--- src/hw/scp_pkg.sv ---
package scp_pkg;
    // byte codes seen by the parser
    localparam logic [7:0] CH_NL = 8'h0A;
    localparam logic [7:0] CH_SPACE = 8'h20;
    localparam logic [7:0] CH_SEMI = 8'h3B;
    localparam logic [7:0] CH_COLON = 8'h3A;
    localparam logic [7:0] CH_QUERY = 8'h3F;
    localparam logic [7:0] CH_STAR = 8'h2A;
    localparam logic [7:0] CH_LBRACK = 8'h5B;
    localparam logic [7:0] CH_RBRACK = 8'h5D;
    localparam logic [7:0] CASE_BIT = 8'h20;
    // widths
    localparam int COND_W = 16;
    localparam int STB_W = 8;
    localparam int LVL_W = 4;
    // operation condition bit positions
    localparam int OP_SETTLING = 1;
    localparam int OP_WTG = 5;
    localparam int OP_ARMED = 6;
    localparam int OP_CV = 8;
    localparam int OP_TRAN_DONE = 9;
    localparam int OP_CC = 10;
    localparam int OP_SAMPLE_DONE = 11;
    localparam int OP_LIST_DONE = 12;
    localparam int OP_LIST_RUN = 14;
    // questionable condition bit positions
    localparam int QU_VMODE = 0;
    localparam int QU_CMODE = 1;
    localparam int QU_THERMAL = 3;
    localparam int QU_SLAVE = 6;
    localparam int QU_VPROT = 12;
    localparam int QU_CPROT = 13;
    localparam int QU_SINK = 14;
    // readable and event masks
    localparam logic [15:0] OP_COND_MASK = 16'h4D62;
    localparam logic [15:0] OP_EVT_MASK = 16'h5F62;
    localparam logic [15:0] QU_MASK = 16'h704B;
    // status byte bit positions
    localparam int SB_ERR = 2;
    localparam int SB_QUES = 3;
    localparam int SB_MAV = 4;
    localparam int SB_ESB = 5;
    localparam int SB_RQS = 6;
    localparam int SB_OPER = 7;
    // reset values
    localparam logic [15:0] COND_RST = 16'h0000;
    localparam logic [7:0] STB_RST = 8'h00;
    localparam logic [3:0] LVL_RST = 4'h0;
    // parser states
    typedef enum logic [2:0] {
        SCP_IDLE = 3'b000,
        SCP_KEYWORD = 3'b001,
        SCP_OPTION = 3'b010,
        SCP_DATA = 3'b011,
        SCP_SKIP = 3'b100
    } scp_state_t;
endpackage : scp_pkg

--- src/hw/scp_fifo.sv ---
`timescale 1ns/1ps
module scp_fifo #(
    parameter int WIDTH = 8,
    parameter int DEPTH = 16
) (
    input wire logic core_clk, // system clock
    input wire logic rst, // async reset, high
    input wire logic [WIDTH-1:0] in_data, // write word
    input wire logic in_valid, // write offered
    output logic in_ready, // room available
    output logic [WIDTH-1:0] out_data, // head word
    output logic out_valid, // word present
    input wire logic out_ready // reader takes head
);
    localparam int AW = $clog2(DEPTH);
    logic [WIDTH-1:0] mem [DEPTH];
    logic [AW:0] wr_reg, wr_next, rd_reg, rd_next;
    logic full, empty, push, pop;

    if (DEPTH < 2 || (DEPTH & (DEPTH - 1)) != 0) begin : g_depth_chk
        $error("fifo depth must be a power of two");
    end

    // pointers carry one extra bit so full and empty differ
    always_comb begin
        full = (wr_reg[AW] != rd_reg[AW]) && (wr_reg[AW-1:0] == rd_reg[AW-1:0]);
        empty = (wr_reg == rd_reg);
        push = in_valid && !full;
        pop = out_ready && !empty;
        wr_next = wr_reg + (AW+1)'(push);
        rd_next = rd_reg + (AW+1)'(pop);
        in_ready = !full;
        out_valid = !empty;
        out_data = mem[rd_reg[AW-1:0]];
    end

    always_ff @(posedge core_clk or posedge rst) begin
        if (rst) begin
            wr_reg <= '0;
            rd_reg <= '0;
        end else begin
            wr_reg <= wr_next;
            rd_reg <= rd_next;
        end
    end

    // storage has no reset; only pointers matter
    always_ff @(posedge core_clk) begin
        if (push) begin
            mem[wr_reg[AW-1:0]] <= in_data;
        end
    end
endmodule : scp_fifo

--- src/hw/scp_parser_status.sv ---
`timescale 1ns/1ps
module scp_parser_status
    import scp_pkg::*;
#(
    parameter int FIFO_DEPTH = 16
) (
    input wire logic core_clk, // 40 MHz system clock
    input wire logic rst, // async reset, high
    input wire logic [7:0] rx_data, // incoming message byte
    input wire logic rx_valid, // byte offered
    output logic rx_ready, // fifo has room
    output logic [7:0] tok_byte, // parameter or keyword byte, keyword bytes upper-cased
    output logic tok_kw, // tok_byte belongs to a keyword
    output logic tok_param, // tok_byte belongs to the parameter
    output logic tok_valid, // one-cycle token strobe
    output logic [scp_pkg::LVL_W-1:0] tok_level, // tree level of the keyword
    output logic kw_end, // pulse: keyword finished
    output logic unit_end, // pulse: message unit finished
    output logic unit_query, // unit is a query, with unit_end
    output logic msg_end, // pulse: message terminator seen
    input wire logic kw_bad, // keyword decoder rejected the form
    input wire logic err_queue_nonempty, // error queue holds entries
    input wire logic out_buf_avail, // response data waiting
    input wire logic esb_summary, // standard event summary
    input wire logic [15:0] op_cond_in, // live operation conditions
    input wire logic [15:0] qu_cond_in, // live questionable conditions
    input wire logic trig_ext_src, // trigger source is external
    input wire logic trig_in_pin, // trigger pin, async
    input wire logic ext_ref_en, // external reference enabled
    input wire logic [15:0] op_enable, // operation event enable
    input wire logic [15:0] questionable_enable_reg, // questionable event enable
    input wire logic [7:0] sre_in, // service request enable
    input wire logic op_event_rd, // read strobe, operation event
    input wire logic qu_event_rd, // read strobe, questionable event
    output logic [15:0] operation_condition, // readable operation condition
    output logic [15:0] questionable_condition, // readable questionable condition
    output logic [15:0] op_event, // operation event register
    output logic [15:0] qu_event, // questionable event register
    output logic [7:0] status_byte, // status byte
    output logic srq, // service request to host
    output logic voltage_limit_trip_display, // voltage protect indicator
    output logic current_limit_trip_display, // current protect indicator
    output logic waiting_for_trigger_flag // trigger wait flag
);
    if (FIFO_DEPTH < 2) begin : g_depth_chk
        $error("fifo depth too small");
    end

    // byte buffer between host and parser
    logic [7:0] fb_data;
    logic fb_valid;
    scp_fifo #(.WIDTH(8), .DEPTH(FIFO_DEPTH)) u_fifo (
        .core_clk(core_clk),
        .rst(rst),
        .in_data(rx_data),
        .in_valid(rx_valid),
        .in_ready(rx_ready),
        .out_data(fb_data),
        .out_valid(fb_valid),
        .out_ready(1'b1)
    );

    function automatic logic [7:0] upcase(input logic [7:0] c);
        if (c >= 8'h61 && c <= 8'h7A) begin
            return c & ~CASE_BIT;
        end
        return c;
    endfunction : upcase

    // ---------------- parser ----------------
    scp_state_t st_reg, st_next;
    logic [LVL_W-1:0] lvl_reg, lvl_next, base_reg, base_next;
    logic query_reg, query_next, first_reg, first_next;
    logic [7:0] tb_reg, tb_next;
    logic tkw_reg, tkw_next, tpar_reg, tpar_next, tv_reg, tv_next;
    logic [LVL_W-1:0] tl_reg, tl_next;
    logic ke_reg, ke_next, ue_reg, ue_next, uq_reg, uq_next, me_reg, me_next;

    // parser walks bytes; keyword spelling is checked by the decoder via kw_bad
    always_comb begin
        logic [7:0] c;
        c = upcase(fb_data);
        st_next = st_reg;
        lvl_next = lvl_reg;
        base_next = base_reg;
        query_next = query_reg;
        first_next = first_reg;
        tb_next = c;
        tkw_next = 1'b0;
        tpar_next = 1'b0;
        tv_next = 1'b0;
        tl_next = lvl_reg;
        ke_next = 1'b0;
        ue_next = 1'b0;
        uq_next = query_reg;
        me_next = 1'b0;
        if (fb_valid) begin
            if (c == CH_NL) begin
                // terminator closes everything and homes the tree
                me_next = 1'b1;
                ue_next = (st_reg != SCP_IDLE) || !first_reg;
                ke_next = (st_reg == SCP_KEYWORD);
                uq_next = query_reg;
                lvl_next = LVL_RST;
                tl_next = LVL_RST;
                base_next = LVL_RST;
                query_next = 1'b0;
                first_next = 1'b1;
                st_next = SCP_IDLE;
            end else begin
                unique case (st_reg)
                    SCP_IDLE: begin
                        if (c == CH_COLON) begin
                            lvl_next = LVL_RST;
                            base_next = LVL_RST;
                        end else if (c == CH_LBRACK) begin
                            st_next = SCP_OPTION;
                        end else if (c != CH_SPACE) begin
                            // source keyword omitted lands at base_reg, which is root at message start
                            if (c != CH_STAR) begin
                                lvl_next = base_reg;
                            end
                            tkw_next = 1'b1;
                            tv_next = 1'b1;
                            tl_next = (c == CH_STAR) ? LVL_RST : base_reg;
                            st_next = SCP_KEYWORD;
                            first_next = 1'b0;
                        end
                    end
                    SCP_KEYWORD: begin
                        if (c == CH_COLON) begin
                            ke_next = 1'b1;
                            base_next = lvl_reg + 1'b1;
                            lvl_next = lvl_reg + 1'b1;
                        end else if (c == CH_LBRACK) begin
                            ke_next = 1'b1;
                            st_next = SCP_OPTION;
                        end else if (c == CH_QUERY) begin
                            query_next = 1'b1;
                        end else if (c == CH_SPACE) begin
                            ke_next = 1'b1;
                            st_next = SCP_DATA;
                        end else if (c == CH_SEMI) begin
                            ke_next = 1'b1;
                            ue_next = 1'b1;
                            uq_next = query_reg;
                            query_next = 1'b0;
                            st_next = SCP_IDLE;
                        end else begin
                            tkw_next = 1'b1;
                            tv_next = 1'b1;
                            tl_next = lvl_reg;
                        end
                    end
                    SCP_OPTION: begin
                        // bracketed text is skipped; after ']' the parser returns to SCP_IDLE
                        if (c == CH_RBRACK) begin
                            st_next = SCP_IDLE;
                        end
                    end
                    SCP_DATA: begin
                        if (c == CH_SEMI) begin
                            ue_next = 1'b1;
                            uq_next = query_reg;
                            query_next = 1'b0;
                            st_next = SCP_IDLE;
                        end else begin
                            tpar_next = 1'b1;
                            tv_next = 1'b1;
                            tb_next = fb_data;
                        end
                    end
                    SCP_SKIP: begin
                        if (c == CH_SEMI) begin
                            st_next = SCP_IDLE;
                        end
                    end
                    default: st_next = SCP_IDLE;
                endcase
                // a rejected keyword spelling drops the rest of the unit
                if (kw_bad && st_reg == SCP_KEYWORD && c != CH_SEMI) begin
                    st_next = SCP_SKIP;
                    tv_next = 1'b0;
                end
            end
        end
    end

    always_ff @(posedge core_clk or posedge rst) begin
        if (rst) begin
            st_reg <= SCP_IDLE;
            lvl_reg <= LVL_RST;
            base_reg <= LVL_RST;
            query_reg <= 1'b0;
            first_reg <= 1'b1;
            tb_reg <= 8'h00;
            tkw_reg <= 1'b0;
            tpar_reg <= 1'b0;
            tv_reg <= 1'b0;
            tl_reg <= LVL_RST;
            ke_reg <= 1'b0;
            ue_reg <= 1'b0;
            uq_reg <= 1'b0;
            me_reg <= 1'b0;
        end else begin
            st_reg <= st_next;
            lvl_reg <= lvl_next;
            base_reg <= base_next;
            query_reg <= query_next;
            first_reg <= first_next;
            tb_reg <= tb_next;
            tkw_reg <= tkw_next;
            tpar_reg <= tpar_next;
            tv_reg <= tv_next;
            tl_reg <= tl_next;
            ke_reg <= ke_next;
            ue_reg <= ue_next;
            uq_reg <= uq_next;
            me_reg <= me_next;
        end
    end

    // ---------------- trigger pin sync ----------------
    logic [2:0] trg_sync_reg, trg_sync_next;
    logic trg_reg, trg_next, wtg_hold_reg, wtg_hold_next;

    // three stages; a change counts once stages two and three agree
    always_comb begin
        trg_sync_next = {trg_sync_reg[1:0], trig_in_pin};
        trg_next = (trg_sync_reg[1] == trg_sync_reg[2]) ? trg_sync_reg[2] : trg_reg;
        wtg_hold_next = trig_ext_src && op_cond_in[OP_WTG] && !trg_reg;
        if (trg_reg && !(op_cond_in[OP_WTG] && trig_ext_src)) begin
            wtg_hold_next = 1'b0;
        end
        if (wtg_hold_reg && trig_ext_src && !trg_reg) begin
            wtg_hold_next = 1'b1;
        end
    end

    always_ff @(posedge core_clk or posedge rst) begin
        if (rst) begin
            trg_sync_reg <= 3'b111;
            trg_reg <= 1'b1;
            wtg_hold_reg <= 1'b0;
        end else begin
            trg_sync_reg <= trg_sync_next;
            trg_reg <= trg_next;
            wtg_hold_reg <= wtg_hold_next;
        end
    end

    // ---------------- status structure ----------------
    logic [15:0] opc_reg, opc_next, quc_reg, quc_next;
    logic [15:0] ope_reg, ope_next, que_reg, que_next;
    logic [15:0] op_live, qu_live, ocr_reg, ocr_next;
    logic [7:0] sb_reg, sb_next;
    logic srq_reg, srq_next, vp_reg, vp_next, cp_reg, cp_next, wtg_reg, wtg_next;

    // condition reads are pure views; nothing here reacts to them
    always_comb begin
        logic [7:0] sb_raw;
        sb_raw = STB_RST;
        op_live = op_cond_in & OP_EVT_MASK;
        op_live[OP_WTG] = op_cond_in[OP_WTG] || wtg_hold_reg;
        qu_live = qu_cond_in & QU_MASK;
        if (ext_ref_en && (qu_cond_in[QU_VPROT] || qu_cond_in[QU_CPROT])) begin
            qu_live[QU_VPROT] = 1'b1;
            qu_live[QU_CPROT] = 1'b1;
        end
        opc_next = op_live;
        ocr_next = op_live & OP_COND_MASK;
        quc_next = qu_live;
        // set beats the read-clear in the same cycle
        ope_next = (op_event_rd ? COND_RST : ope_reg) | (op_live & ~opc_reg);
        que_next = (qu_event_rd ? COND_RST : que_reg) | (qu_live & ~quc_reg);
        sb_raw[SB_ERR] = err_queue_nonempty;
        sb_raw[SB_QUES] = |(que_reg & questionable_enable_reg) || err_queue_nonempty;
        sb_raw[SB_MAV] = out_buf_avail;
        sb_raw[SB_ESB] = esb_summary;
        sb_raw[SB_OPER] = |(ope_reg & op_enable);
        sb_raw[SB_RQS] = |(sb_raw & sre_in & ~(8'h01 << SB_RQS));
        sb_next = sb_raw;
        srq_next = sb_raw[SB_RQS];
        vp_next = qu_live[QU_VPROT];
        cp_next = qu_live[QU_CPROT];
        wtg_next = op_live[OP_WTG];
    end

    always_ff @(posedge core_clk or posedge rst) begin
        if (rst) begin
            opc_reg <= COND_RST;
            ocr_reg <= COND_RST;
            quc_reg <= COND_RST;
            ope_reg <= COND_RST;
            que_reg <= COND_RST;
            sb_reg <= STB_RST;
            srq_reg <= 1'b0;
            vp_reg <= 1'b0;
            cp_reg <= 1'b0;
            wtg_reg <= 1'b0;
        end else begin
            opc_reg <= opc_next;
            ocr_reg <= ocr_next;
            quc_reg <= quc_next;
            ope_reg <= ope_next;
            que_reg <= que_next;
            sb_reg <= sb_next;
            srq_reg <= srq_next;
            vp_reg <= vp_next;
            cp_reg <= cp_next;
            wtg_reg <= wtg_next;
        end
    end

    // outputs straight from flip-flops
    assign tok_byte = tb_reg;
    assign tok_kw = tkw_reg;
    assign tok_param = tpar_reg;
    assign tok_valid = tv_reg;
    assign tok_level = tl_reg;
    assign kw_end = ke_reg;
    assign unit_end = ue_reg;
    assign unit_query = uq_reg;
    assign msg_end = me_reg;
    assign operation_condition = ocr_reg;
    assign questionable_condition = quc_reg;
    assign op_event = ope_reg;
    assign qu_event = que_reg;
    assign status_byte = sb_reg;
    assign srq = srq_reg;
    assign voltage_limit_trip_display = vp_reg;
    assign current_limit_trip_display = cp_reg;
    assign waiting_for_trigger_flag = wtg_reg;
endmodule : scp_parser_status

--- config.mk ---
export PLATFORM = sky130hd
export DESIGN_NAME = scp_parser_status
export DESIGN_NICKNAME = d
export VERILOG_FILES = /design/src/hw/scp_pkg.sv /design/src/hw/scp_fifo.sv /design/src/hw/scp_parser_status.sv
export SDC_FILE = /design/constraint.sdc
export NUM_CORES = 1
export LEC_CHECK = 0
export ABC_AREA = 1
export BUFFER_PORTS_ARGS = -buffer_cell sky130_fd_sc_hd__buf_2
export CORE_UTILIZATION = 56
export CTS_BUF_LIST = sky130_fd_sc_hd__clkbuf_16
export CTS_CLUSTER_SIZE = 12
export DETAILED_ROUTE_END_ITERATION = 8
export PLACE_DENSITY = 0.8
export SLEW_MARGIN = 10
export SYNTH_ARGS = -nofsm -noshare
export SYNTH_HDL_FRONTEND = slang
export SYNTH_HIERARCHICAL = 1
export SYNTH_SLANG_ARGS = --single-unit
--- constraint.sdc ---
create_clock -name core_clk -period 2.8 [get_ports core_clk]
set_clock_uncertainty 0.05 [all_clocks]
set_input_delay 0.28 -clock core_clk [delete_from_list [all_inputs] [get_ports core_clk]]
set_output_delay 0.28 -clock core_clk [all_outputs]
set_load 0.1 [all_outputs]
# After elaboration in Yosys (flattened, before gate mapping)
# Memory sizes are Yosys's and may differ from the RTL's.
# Cells that the tools add are included.
# op_classes
add_sub_neg,3
multipliers,0
n_div,0
magnitude_cmp,2
n_eq_ne,34
shifts,0
mux,90
bitwise,10
n_reduce_logical,35
# op_table
cell,count
two-way mux 4 bit,15
two-way mux 1 bit,48
two-way mux 8 bit,6
== test 8 x 6 -> 1 bit (second input constant),5
two-way mux 3 bit,11
bitwise AND 15 x 16 -> 16 bit,2
bitwise AND 16 bit,2
two-way mux 16 bit,2
inverter 15 -> 16 bit,2
bitwise OR 16 bit,2
OR reduction 16 bit,2
inequality test 4 bit (second input constant),6
inequality test 8 x 6 -> 1 bit (second input constant),3
== test 8 x 7 -> 1 bit (second input constant),2
one-hot mux 4 bit (2 select lines),2
inequality test 3 bit (second input constant),4
one-hot mux 3 bit (4 select lines),1
AND reduction 6 bit,2
logical AND 1 bit,11
adder 5 x 1 -> 5 bit,2
AND reduction 5 bit,2
nonzero test 3 bit,3
bitwise AND 8 bit,1
== test 8 x 4 -> 1 bit (second input constant),1
25 further kinds,37
# totals
ff_bits,112
latchBits,0
ram_bits,128
rom_bits,0
input_bits,92
out_inout_bits,96
n_memories,1
# memory_table
name,words,word_bits,read_ports,rd_ports_with_merged_regs,wr,line_no,rtl
u_fifo.mem,16,8,1,0,1,scp_fifo.sv:16,logic [WIDTH-1:0] mem [DEPTH];

# Longest topological paths before layout
# Gate-level depths: netlist of the first run.
# An unclocked memory read counts as a cell.
# depth
ltp_word,15
ltp_mapped,25
ltp_nobuf,22

# Hierarchy
# The synthesis of the first run kept the hierarchy.
# modules_own_cells
module,instances,cells_per_inst,area_per_inst_um2
scp_fifo,1,612,6127.1
scp_parser_status,1,426,3671.0

# Worst setup path before layout of the first run
# No wires, ideal clock.
# synth_path
kind,register -> register
startpoint,register u_fifo.rd_reg[0]
endpoint,register tl_reg[0] (netlist: tok_level[0])
setup_ns,0.123
t_arrival_ns,2.303
t_required_ns,2.627
path_slack_ns,0.324
path_stages_with_launch,21
path_buffers,2
path_cell_list,dfrtp_1 inv_1 buf_2 buf_2 nand2_1 nand3_1 nand3_1 nand3_1 nand2_1 inv_1 nand2_1 nor2_1 nor2_1 nor2_1 nor2_2 nand3_2 nand2_1 nor2_4 inv_1 a21oi_1 o21ai_1
# synth_via
elab_chain_cells,13
elab_cells_between_ends,20
classes_between,order compare: 2; eq/ne: 6; mux: 10; reduce/logical: 1; memory: 1
# synth_lines
element,line_no,rtl
from (decl),scp_fifo.sv:17,"logic [AW:0] wr_reg, wr_next, rd_reg, rd_next;"
from (signal assigned),scp_fifo.sv:43,rd_reg <= rd_next;
memory read (16 x 8 bit) (*),n/a,
named net fb_data[0],scp_parser_status.sv:50,logic [7:0] fb_data;
>= comparator 8 x 7 -> 1 bit / less-or-equal comparator 8 x 7 -> 1 bit (equally long branches),scp_parser_status.sv:64,if (c >= 8'h61 && c <= 8'h7A) begin
logical AND 1 bit,scp_parser_status.sv:64,
two-way mux 1 bit,scp_parser_status.sv:64,
two-way mux 8 bit (*),scp_parser_status.sv:67,return c;
== test 8 x 6 -> 1 bit,scp_parser_status.sv:125,tl_next = (c == CH_STAR) ? LVL_RST : base_reg;
two-way mux 4 bit,scp_parser_status.sv:125,
two-way mux 4 bit,scp_parser_status.sv:118,end else if (c != CH_SPACE) begin
two-way mux 4 bit,scp_parser_status.sv:116,end else if (c == CH_LBRACK) begin
two-way mux 4 bit,scp_parser_status.sv:113,if (c == CH_COLON) begin
two-way mux 4 bit,n/a,
two-way mux 4 bit (*),scp_parser_status.sv:98,if (c == CH_NL) begin
two-way mux 4 bit (*),scp_parser_status.sv:97,if (fb_valid) begin
named net tl_next[0],scp_parser_status.sv:76,"logic [LVL_W-1:0] tl_reg, tl_next;"
to (signal assigned),scp_parser_status.sv:215,tl_reg <= tl_next;
to (decl),scp_parser_status.sv:76,
# The timed path passes the listed nets; every way through them passes the cells marked *. The select of a mux whose other input is x is not followed.
# A chain may end at the register's enable or synchronous reset.

# Worst setup path after layout of the first run
# Same ends and word-level chain as after synthesis.

==> impl_metrics.sql, run 1 <==
INSERT INTO impl_metrics (metric_group, metric, value, unit) VALUES
('clock_network', 'clkTransAtPathRegs', '0.06', 'ns'),
('setup_path', 'crit_path_max_fanout', '17', ''),
('setup_path', 'setup.worst_path.start_class', 'flip-flop', ''),
('grt', 'grt_overflow', '0', ''),
('setup_path', 'cells_along_the_critical_path', 'buf_12 -> buf_16 -> nand2_1 -> nand3_1 -> nand3_2 -> nand3_2 -> nand2_4 -> buf_4 -> nand2_2 -> nor2_4 -> nor2_2 -> nor2_2 -> nor2_2 -> nand3_4 -> buf_12 -> nand2_4 -> nor2_4 -> inv_2 -> a21oi_1 -> o21ai_1', ''),
('floorplan', 'die-area', '18000', 'µm²'),
('drt', 'drc', '0', ''),
('drt', 'count_of_tritonroute_iterations_in_the_first_routing_pass', '5', ''),
('logic_synthesis', 'postSynth.asyncResetShare', '0.399', ''),
('status', 'violations', 'negative setup slack', ''),
('power', 'max-vdd-ir-drop', '0.754', 'mV'),
('setup_path', 'cp_num_buf_inv', '5', ''),
('placed_design', 'detailed_place.area', '10900', 'µm²'),
('sta', 'maxSlewHeadroom', '0.443', ''),
('drt', 'wl_per_cell', '18.1', 'µm'),
('setup_path', 'crit_path_start', 'u_fifo/rd_reg[0]$_DFF_PP0_', ''),
('logic_synthesis', 'synth_largest_area_cell', 'edfxtp_1', ''),
('setup_path', 'critPathTopFamily', 'simple AND/OR/NAND/NOR gates', ''),
('drt', 'detail_route.iter0.violations', '898', ''),
('sta', 'final.setup.worst_slack', '-0.210', 'ns'),
('finish', 'fill_cell_instance_count_of_the_final_layout', '1034', ''),
('placed_design', 'quantity_of_i_o_buffers_inserted_on_ports', '116', ''),
('logic_synthesis', 'post_synth_instance_area', '9800', 'µm²'),
('clock_network', 'clk_path_buf_depth', '3', ''),
('sta', 'grt_setup_unrepaired', 'yes', ''),
('sta', 'final_hold_viol_count', '0', ''),
('sta', 'fin_setup_tns', '-2.18', 'ns'),
('drt', 'drt.antenna.violating_nets', '0', ''),
('logic_synthesis', 'yosys.area.top_type_share', '0.392', ''),
('grt', 'first_pass_grt_wire_length', '37.4', 'mm'),
('power', 'p_total', '14.9', 'mW'),
('drt', 'detail_route.wirelength', '27.1', 'mm'),
('logic_synthesis', 'mapped_cells', '1038', ''),
('logic_synthesis', 'synth.yosys.seq_area_share', '0.610', ''),
('grt', 'groute.layer.met3.usage', '0.0370', ''),
('setup_path', 'worst_ep_arrival_time', '3.33', 'ns'),
('finish', 'most_used_cells_in_the_layout_excluding_fill_and_tap_cells', 'nand2_1 (253), inv_1 (172), edfxtp_1 (128)', ''),
('hold_path', 'worst_hold_startpoint', 'questionable_enable_reg[14]', ''),
('setup_path', 'cp.required', '3.12', 'ns'),
('finish', 'syn_to_final_growth', '28.9', '%'),
('status', 'outcome', 'finished with violations', ''),
('power', 'p_leak', '6.10', 'nW'),
('setup_path', 'cp_slowest_cell', 'dfrtp_2', ''),
('grt', 'pin_count_of_the_biggest_net_entering_global_routing', '76', ''),
('logic_synthesis', 'ys.warnings.count', '6', ''),
('finish', 'multi_input_area', '3240', 'µm²'),
('logic_synthesis', 'netlist-cell-type-count', '41', ''),
('logic_synthesis', 'synth_top_flop_cell', 'edfxtp_1', ''),
('sta', 'final-max-slew-violation-count', '0', ''),
('finish', 'leading_cell_type_in_the_layout_fill_and_taps_excluded', 'nand2_1', ''),
('grt', 'global_route.usage.met1', '0.337', ''),
('grt', 'grt_usage', '0.272', ''),
('clock_network', 'cts_buffers', '23', ''),
('finish', 'drive_gt1_frac', '0.278', ''),
('finish', 'ff_latch_area', '5980', 'µm²'),
('placed_design', 'placed_cells', '1402', ''),
('sta', 'finalSetupViolations', '19', ''),
('finish', 'largest_register_ff_count', '128', ''),
('sta', 'fin_hold_ws', '0.0317', 'ns'),
('finish', 'insertedDiodeCount', '0', ''),
('floorplan', 'core_area', '16800', 'µm²'),
('clock_network', 'worstSkewPairLatency', '0.50', 'ns'),
('grt', 'grt-busiest-layer', 'met2', ''),
('setup_path', 'timing_worst_setup_path_type', 'reg -> reg', ''),
('finish', 'final_nets', '1355', ''),
('grt', 'first_global_vias', '7411', ''),
('logic_synthesis', 'synthesis.area_per_instance', '9.44', 'µm²'),
('setup_path', 'category_of_the_worst_setup_path_capture_point', 'flip-flop', ''),
('logic_synthesis', 'synth-edff-count', '128', ''),
('logic_synthesis', 'synth.top_cells.by_area', 'edfxtp_1 (39%), dfrtp_1 (20%), nand2_1 (11%)', ''),
('setup_path', 'crit_path_max_incr_delay', '0.50', 'ns');
-- area by class of cell --
cell class / count / share of cell area
Clock buffer: 24 / 0.0475
Multi-Input combinational cell: 603 / 0.257
Timing Repair Buffer: 237 / 0.142
Tap cell: 220 / 0.0218
Sequential cell: 213 / 0.473
Inverter: 180 / 0.0543
Clock inverter: 16 / 0.00505
-- worst paths after layout --
kind / end / slack, ns / depth (start not counted)
worst max-delay path: tok_level[0]$_DFF_PP0_ / -0.21 / 20
worst min-delay path: status_byte[3]$_DFF_PP0_ / 0.03 / 3
worst max register to register: tok_level[0]$_DFF_PP0_ / -0.21 / 20
worst min register to register: trg_sync_reg[1]$_DFF_PP1_ / 0.31 / 0
max in group asynchronous: trg_sync_reg[2]$_DFF_PP1_ / 1.97 / 4
min in group asynchronous: u_fifo/rd_reg[4]$_DFF_PP0_ / 0.29 / 3
-- cell usage after synthesis, types with 3 or more instances --
cell type	n
nand2_2	5
nand2_1	285
clkbuf_1	4
ha_1	5
o21ai_0	14
nor2_1	52
nor3_1	7
nand4_1	4
o22ai_1	16
dfstp_2	5
xor2_1	6
inv_2	7
buf_2	21
nand2_4	5
a21oi_1	9
edfxtp_1	128
a22o_1	3
nor2_2	3
inv_1	173
o21ai_1	4
nand3_1	128
dfrtp_1	80
buf_4	49
nand3_2	4
-- per-layer routing --
| layer | part of all wire | vias to the layer above |
|---|---|---|
| met5 | 0 | - |
| met4 | 0.035 | 0 |
| met3 | 0.093 | 86 |
| met2 | 0.52 | 520 |
| met1 | 0.36 | 3798 |
| li1 | - | 3677 |
-- repair_timing --
action / in CTS / in global routing
resized for setup: 8 / 123
buffers inserted: 1 / 15
endpoints found under the setup margin: 17 / 21
pin swaps: 1 / 36
hold endpoints to repair: 111 / 0
cloned: 1 / 6
hold buffers: 28 / 0
-- cell families (layout without fill, tap and decap cells) --
logic type,after synthesis,in the layout,share of synthesized area
and+or+nand+nor,498,498,0.220
buffers and inverters,257,457,0.121
DFF,213,213,0.610
AOI/OAI and AO/OA,54,54,0.0332
xor gates and xnor gates,8,8,0.00715
adders and majority gates,6,6,0.00741
other,2,37,0.000766
-- through the flow --
step | setup slack, ns | util
5_1_grt | -0.281 | 0.751
6_report | -0.210 | 0.751
2_1_floorplan | 0.324 | -
3_3_place_gp | 0.0217 | 0.646
4_1_cts | -0.00767 | 0.706
3_5_place_dp | -0.0896 | 0.646
-- report_power, final --
| part | internal [mW] | leakage, nW | switching (mW) |
|---|---|---|---|
| combinational | 2.58 | 3.56 | 5.50 |
| sequential | 3.86 | 2.18 | 0.320 |
| clock | 1.53 | 0.364 | 1.13 |
| total | 7.97 | 6.10 | 6.95 |
-- worst register-to-register path: stages, from the launching register on --
cell	delay, ns
dfrtp_2	0.50
buf_12	0.18
buf_16	0.16
nand2_1	0.08
nand3_1	0.10
nand3_2	0.11
nand3_2	0.11
nand2_4	0.14
buf_4	0.13
nand2_2	0.08
nor2_4	0.11
nor2_2	0.05
nor2_2	0.15
nor2_2	0.09
nand3_4	0.15
buf_12	0.12
nand2_4	0.05
nor2_4	0.20
inv_2	0.07
a21oi_1	0.17
o21ai_1	0.10
Power figures use the tool's default switching activity.
==> run 2: changes to the inputs <==
Settings changed: PLACE_DENSITY 0.8 to 0.84.
==> impl_metrics.sql, run 2 (synthesis results as in run 1) <==
INSERT INTO impl_metrics (metric_group, metric, value, unit) VALUES
('power', 'p_leak', '6.06', 'nW'),
('drt', 'count_of_tritonroute_iterations_in_the_first_routing_pass', '7', ''),
('clock_network', 'clk_path_buf_depth', '3', ''),
('floorplan', 'die_height', '134', 'µm'),
('finish', 'leading_cell_type_in_the_layout_fill_and_taps_excluded', 'nand2_1', ''),
('placed_design', 'hpwl', '15.4', 'mm'),
('drt', 'dr_total_vias', '8103', ''),
('floorplan', 'i_o_pins', '188', ''),
('drt', 'detail_route.wirelength', '26.7', 'mm'),
('setup_path', 'critPathTopFamily', 'simple AND/OR/NAND/NOR gates', ''),
('setup_path', 'cp.required', '3.18', 'ns'),
('floorplan', 'die-area', '18000', 'µm²'),
('sta', 'grt_setup_unrepaired', 'yes', ''),
('power', 'switching_fraction', '0.463', ''),
('setup_path', 'crit_path_max_fanout', '15', ''),
('floorplan', 'floorplan.die.width', '134', 'µm'),
('grt', 'first_pass_grt_wire_length', '37.6', 'mm'),
('floorplan', 'start_util', '0.583', ''),
('setup_path', 'cp_num_buf_inv', '5', ''),
('sta', 'finalSetupViolations', '22', ''),
('drt', 'drt.antenna.violating_nets', '0', ''),
('grt', 'pin_count_of_the_biggest_net_entering_global_routing', '76', ''),
('sta', 'post-route-period-util', '1.11', ''),
('setup_path', 'cells_along_the_critical_path', 'clkinvlp_4 -> buf_12 -> buf_16 -> nand2_1 -> nand3_1 -> nand3_2 -> nand3_2 -> nand2_4 -> inv_2 -> nor2_2 -> nand2_4 -> nand3_4 -> nand2_4 -> nand2_8 -> nand3_4 -> buf_4 -> nor2_2 -> nor2_1 -> nor2_1 -> nand3_2 -> nand2_1', ''),
('status', 'outcome', 'finished with violations', ''),
('drt', 'detail_route.iter0.violations', '833', ''),
('clock_network', 'tritoncts_num_sinks', '213', ''),
('power', 'combPwrFrac', '0.531', ''),
('setup_path', 'category_of_the_worst_setup_path_capture_point', 'flip-flop', ''),
('setup_path', 'setup.worst_path.start_class', 'flip-flop', ''),
('clock_network', 'worstSkewPairLatency', '0.52', 'ns'),
('sta', 'final-max-slew-violation-count', '0', ''),
('clock_network', 'cts_tree', 'yes', ''),
('hold_path', 'kind_of_path_behind_the_tightest_hold_check', 'in -> reg', ''),
('floorplan', 'std_cell_rows', '47', ''),
('clock_network', 'clkTransAtPathRegs', '0.06', 'ns'),
('setup_path', 'worst_ep_arrival_time', '3.50', 'ns'),
('drt', 'drc', '0', ''),
('clock_network', 'clock_root_buffer', 'clkbuf_16', ''),
('setup_path', 'cp_slowest_cell', 'dfrtp_2', ''),
('power', 'p_int', '8.02', 'mW'),
('power', 'pwr_density_cell', '1200', 'nW/µm²'),
('power', 'power.clock.fraction', '0.191', ''),
('finish', 'ff_latch_area', '5980', 'µm²'),
('sta', 'final.setup.worst_slack', '-0.317', 'ns'),
('placed_design', 'finalWeightedCongestion', '0.907', ''),
('finish', 'insertedDiodeCount', '0', ''),
('power', 'switching_power', '6.90', 'mW'),
('drt', 'wl_per_cell', '17.9', 'µm'),
('finish', 'syn_to_final_growth', '27.4', '%'),
('floorplan', 'core_area', '16800', 'µm²'),
('grt', 'first_global_vias', '7613', ''),
('finish', 'largest_register_ff_count', '128', ''),
('finish', 'multi_input_area', '3180', 'µm²'),
('clock_network', 'cts_buffers', '23', ''),
('sta', 'max_slew.worst_pin.slew', '0.705', 'ns'),
('sta', 'max_clock_freq', '321', 'MHz'),
('sta', 'fin_hold_ws', '0.0105', 'ns'),
('sta', 'fin_crit', '3.12', 'ns'),
('setup_path', 'setup.reg_to_reg.worst_slack', '-0.32', 'ns'),
('finish', 'layout.core_utilization', '0.742', ''),
('finish', 'drive_gt1_frac', '0.278', ''),
('placed_design', 'quantity_of_i_o_buffers_inserted_on_ports', '116', ''),
('setup_path', 'crit_path_max_incr_delay', '0.42', 'ns'),
('power', 'max-vdd-ir-drop', '0.857', 'mV'),
('power', 'pwr-share-seq', '0.278', ''),
('finish', 'most_used_cells_in_the_layout_excluding_fill_and_tap_cells', 'nand2_1 (261), inv_1 (171), edfxtp_1 (128)', ''),
('grt', 'grt_usage', '0.271', ''),
('setup_path', 'timing_worst_setup_path_type', 'reg -> reg', ''),
('finish', 'fill_cell_instance_count_of_the_final_layout', '1033', ''),
('grt', 'grt_antenna_before_repair', '0', ''),
('sta', 'final_hold_viol_count', '0', ''),
('flow_run', 'max_cap_viol_count', '0', ''),
('status', 'violations', 'negative setup slack', ''),
('finish', 'final_nets', '1352', ''),
('sta', 'maxSlewHeadroom', '0.529', ''),
('grt', 'grt_overflow', '0', ''),
('drt', 'route.detailed.vias_per_inst', '5.43', ''),
('clock_network', 'cts_max_level', '1', '');
-- run 2: changes by cell type in the layout (fill, tap and decap cells not counted), sizes merged --
cell / before / now
bufinv: 0 / 2
clkinvlp: 0 / 1
clkbuf: 29 / 23
buf: 204 / 207
inv: 190 / 191
clkinv: 6 / 5
dlygate4sd3: 28 / 27
-- run 2: worst register-to-register path, stage by stage, from the launching register on --
cell        delay (ns)
dfrtp_2           0.42
clkinvlp_4        0.18
buf_12            0.17
buf_16            0.15
nand2_1           0.12
nand3_1           0.12
nand3_2           0.10
nand3_2           0.08
nand2_4           0.14
inv_2             0.08
nor2_2            0.18
nand2_4           0.10
nand3_4           0.11
nand2_4           0.09
nand2_8           0.12
nand3_4           0.15
buf_4             0.19
nor2_2            0.11
nor2_1            0.08
nor2_1            0.14
nand3_2           0.08
nand2_1           0.06
-- run 2: final cells by class --
type / count / area share
Tap cell: 220 / 0.0221
Sequential cell: 213 / 0.479
Clock buffer: 23 / 0.0461
Timing Repair Buffer: 234 / 0.133
Inverter: 180 / 0.0544
Clock inverter: 19 / 0.0105
Multi-Input combinational cell: 603 / 0.255
-- run 2: through the flow --
step	TNS [ns]	area [µm²]	total power, mW	worst slack (ns)	std cells
after detailed placement	-0.864	10800	10.3	-0.0997	1402
after floorplan	0	9930	8.43	0.324	1073
after global routing	-5.08	12500	15.5	-0.376	1492
after CTS	-0.00757	12000	13.4	-0.00757	1476
after global placement	0	10800	10.1	0.00284	1402
final	-3.72	12500	14.9	-0.317	1492
-- run 2: final timing paths --
kind,from,end,cells past startpoint
worst min register to register,trg_sync_reg[0]$_DFF_PP1_,trg_sync_reg[1]$_DFF_PP1_,0
worst max-delay path,u_fifo/rd_reg[0]$_DFF_PP0_,st_reg[1]$_DFFE_PP0P_,21
worst max register to register,u_fifo/rd_reg[0]$_DFF_PP0_,st_reg[1]$_DFFE_PP0P_,21
worst min-delay path,op_enable[8],status_byte[7]$_DFF_PP0_,3
max in group asynchronous,rst,trg_sync_reg[2]$_DFF_PP1_,4
min in group asynchronous,rst,u_fifo/wr_reg[3]$_DFF_PP0_,3
-- run 2: layer usage --
| metal | vias to the layer above | global-route usage | routed length [µm] |
|---|---|---|---|
| li1 | 3658 | - | - |
| met1 | 3795 | 0.326 | 9420 |
| met2 | 534 | 0.492 | 13700 |
| met3 | 116 | 0.0385 | 2290 |
| met4 | 0 | 0.101 | 1290 |
| met5 | - | 0 | 0 |
-- run 2: power groups by stage --
stage                     clock, mW  sequential (mW)  combinational [mW]
after floorplan                   0             5.16                3.27
after global placement            0             4.15                5.91
after detailed placement          0             4.17                6.08
after CTS                      2.87             4.12                6.44
after global routing           3.00             4.19                8.31
final                          2.85             4.14                7.92
-- run 2: repair_timing --
action | 4_1_cts | 5_1_grt
cloned | 1 | 0
pin swaps | 2 | 47
buffers inserted | 4 | 16
setup endpoints to repair | 18 | 21
hold buffers | 27 | 0
hold endpoints to repair | 111 | 0
gates resized for setup | 16 | 106
==> run 3: changes to the inputs <==
Settings changed: TNS_END_PERCENT set to 50.
==> impl_metrics.sql, run 3 (synthesis results as in run 1) <==
INSERT INTO impl_metrics (metric_group, metric, value, unit) VALUES
('status', 'outcome', 'finished with violations', ''),
('status', 'violations', 'negative setup slack', ''),
('floorplan', 'die_height', '134', 'µm'),
('setup_path', 'worst_ep_arrival_time', '3.53', 'ns'),
('setup_path', 'timing_worst_setup_path_type', 'reg -> reg', ''),
('floorplan', 'die-area', '18000', 'µm²'),
('finish', 'leading_cell_type_in_the_layout_fill_and_taps_excluded', 'nand2_1', ''),
('sta', 'grt_setup_unrepaired', 'yes', ''),
('sta', 'fin_crit', '3.19', 'ns'),
('sta', 'finalSetupViolations', '22', ''),
('clock_network', 'worstSkewPairLatency', '0.53', 'ns'),
('sta', 'final-max-slew-violation-count', '0', ''),
('setup_path', 'cp.required', '3.14', 'ns'),
('finish', 'multi_input_area', '3230', 'µm²'),
('sta', 'post-route-period-util', '1.14', ''),
('placed_design', 'finalWeightedCongestion', '0.907', ''),
('sta', 'fin_hold_ws', '0.00783', 'ns'),
('grt', 'first_global_vias', '7606', ''),
('setup_path', 'worst_r2r_startpoint', 'u_fifo/rd_reg[0]$_DFF_PP0_', ''),
('drt', 'route.detailed.vias_per_inst', '5.46', ''),
('power', 'p_leak', '6.09', 'nW'),
('floorplan', 'std_cell_rows', '47', ''),
('clock_network', 'clk_path_buf_depth', '3', ''),
('grt', 'pin_count_of_the_biggest_net_entering_global_routing', '76', ''),
('sta', 'max_slew.worst_pin.slew', '0.775', 'ns'),
('finish', 'post_layout_nonfiller_instances', '1493', ''),
('clock_network', 'cts_buffers', '23', ''),
('placed_design', 'hpwl', '15.4', 'mm'),
('placed_design', 'placed_cells', '1402', ''),
('power', 'p_total', '15.1', 'mW'),
('finish', 'insertedDiodeCount', '0', ''),
('flow_run', 'max_cap_viol_count', '0', ''),
('finish', 'drive_gt1_frac', '0.280', ''),
('drt', 'detail_route.iter0.violations', '903', ''),
('grt', 'first_pass_grt_wire_length', '37.5', 'mm'),
('floorplan', 'core_area', '16800', 'µm²'),
('clock_network', 'tritoncts_num_sinks', '213', ''),
('grt', 'grt_overflow', '0', ''),
('floorplan', 'floorplan.die.width', '134', 'µm'),
('placed_design', 'detailed_place.area', '10800', 'µm²'),
('grt', 'grt_antenna_before_repair', '0', ''),
('clock_network', 'cts_max_level', '1', ''),
('sta', 'final.setup.worst_slack', '-0.393', 'ns'),
('setup_path', 'category_of_the_worst_setup_path_capture_point', 'flip-flop', ''),
('finish', 'fill_cell_instance_count_of_the_final_layout', '1023', ''),
('clock_network', 'cts_tree', 'yes', ''),
('setup_path', 'crit_path_max_fanout', '15', ''),
('clock_network', 'clock_root_buffer', 'clkbuf_16', ''),
('finish', 'syn_to_final_growth', '28.3', '%'),
('finish', 'finish.instance_area', '12600', 'µm²'),
('power', 'pwr_density_cell', '1200', 'nW/µm²'),
('drt', 'wl_per_cell', '18.1', 'µm'),
('finish', 'layout.core_utilization', '0.747', ''),
('drt', 'drc', '0', ''),
('drt', 'detail_route.wirelength', '27.0', 'mm'),
('drt', 'count_of_tritonroute_iterations_in_the_first_routing_pass', '8', ''),
('power', 'max-vdd-ir-drop', '0.897', 'mV'),
('finish', 'final_nets', '1353', ''),
('finish', 'most_used_cells_in_the_layout_excluding_fill_and_tap_cells', 'nand2_1 (258), inv_1 (172), edfxtp_1 (128)', ''),
('finish', 'ff_latch_area', '5980', 'µm²'),
('sta', 'final_hold_viol_count', '0', ''),
('drt', 'dr_total_vias', '8153', ''),
('placed_design', 'quantity_of_i_o_buffers_inserted_on_ports', '116', ''),
('setup_path', 'crit_path_start', 'u_fifo/rd_reg[0]$_DFF_PP0_', ''),
('sta', 'maxSlewHeadroom', '0.482', ''),
('sta', 'max_clock_freq', '313', 'MHz'),
('floorplan', 'i_o_pins', '188', ''),
('clock_network', 'clkTransAtPathRegs', '0.06', 'ns'),
('finish', 'largest_register_ff_count', '128', ''),
('hold_path', 'worst_hold_startpoint', 'op_enable[8]', ''),
('floorplan', 'start_util', '0.583', ''),
('grt', 'grt_usage', '0.270', ''),
('setup_path', 'setup.worst_path.start_class', 'flip-flop', ''),
('drt', 'drt.antenna.violating_nets', '0', ''),
('hold_path', 'kind_of_path_behind_the_tightest_hold_check', 'in -> reg', '');
[run 3: cell count changes in the layout (fill, tap and decap cells not counted), sizes merged]
cell  before  now
buf      207  208
[run 3: path summary, 6_finish.rpt]
kind	endpoint	slack, ns	cells after the start
worst max-delay path	st_reg[1]$_DFFE_PP0P_	-0.39	21
worst min-delay path	status_byte[7]$_DFF_PP0_	0.008	3
worst max register to register	st_reg[1]$_DFFE_PP0P_	-0.39	21
worst min register to register	trg_sync_reg[1]$_DFF_PP1_	0.31	0
max in group asynchronous	trg_sync_reg[2]$_DFF_PP1_	1.93	4
min in group asynchronous	u_fifo/rd_reg[4]$_DFF_PP0_	0.29	3
[run 3: report_power, final]
part           internal, mW  total (mW)  leakage, nW  switching [mW]
combinational          2.59        8.10         3.53            5.52
sequential             3.86        4.15         2.18           0.294
clock                  1.67        2.85        0.386            1.18
total                  8.11        15.1         6.09            6.99
[run 3: per-layer routing]
metal	GRT usage	up-vias	wire, µm
li1	-	3661	-
met1	0.325	3801	9570
met2	0.490	565	13700
met3	0.0385	126	2340
met4	0.104	0	1400
met5	0	-	0
[run 3: cell type report]
| class | instances | share of cell area |
|---|---|---|
| clock buffer | 23 | 0.0458 |
| multi-input combinational | 603 | 0.257 |
| tap | 220 | 0.0219 |
| sequential | 213 | 0.476 |
| inverter | 180 | 0.0541 |
| clock inverter | 19 | 0.0105 |
| timing repair buffer | 235 | 0.135 |
[run 3: through the flow]
stage	setup WS (ns)	setup TNS (ns)
5_1_grt	-0.478	-6.16
2_1_floorplan	0.324	0
4_1_cts	-0.00757	-0.0135
3_3_place_gp	0.00284	0
6_report	-0.393	-4.12
3_5_place_dp	-0.0997	-0.864
[run 3: repair_timing]
item / 4_1_cts / 5_1_grt
hold endpoints to repair: 111 / 0
hold buffers: 27 / 0
buffers inserted: 1 / 20
pin swaps: 2 / 46
resized for setup: 16 / 117
setup endpoints to repair: 18 / 21
cloned: 1 / 0
[run 3: critical path: stages, from the launching register on]
cell and delay (ns):
dfrtp_2 0.41, clkinvlp_4 0.19, buf_12 0.17, buf_16 0.15, nand2_1 0.10, nand3_1 0.11
nand3_2 0.11, nand3_2 0.12, nand2_4 0.15, nand2_4 0.08, nand2_4 0.07, buf_4 0.11
nand3_2 0.11, nand2_4 0.14, buf_12 0.11, nand4_4 0.14, nand2_1 0.19, nand2_1 0.08
nor2_1 0.20, nor2_1 0.10, nand3_1 0.10, nand2_1 0.05
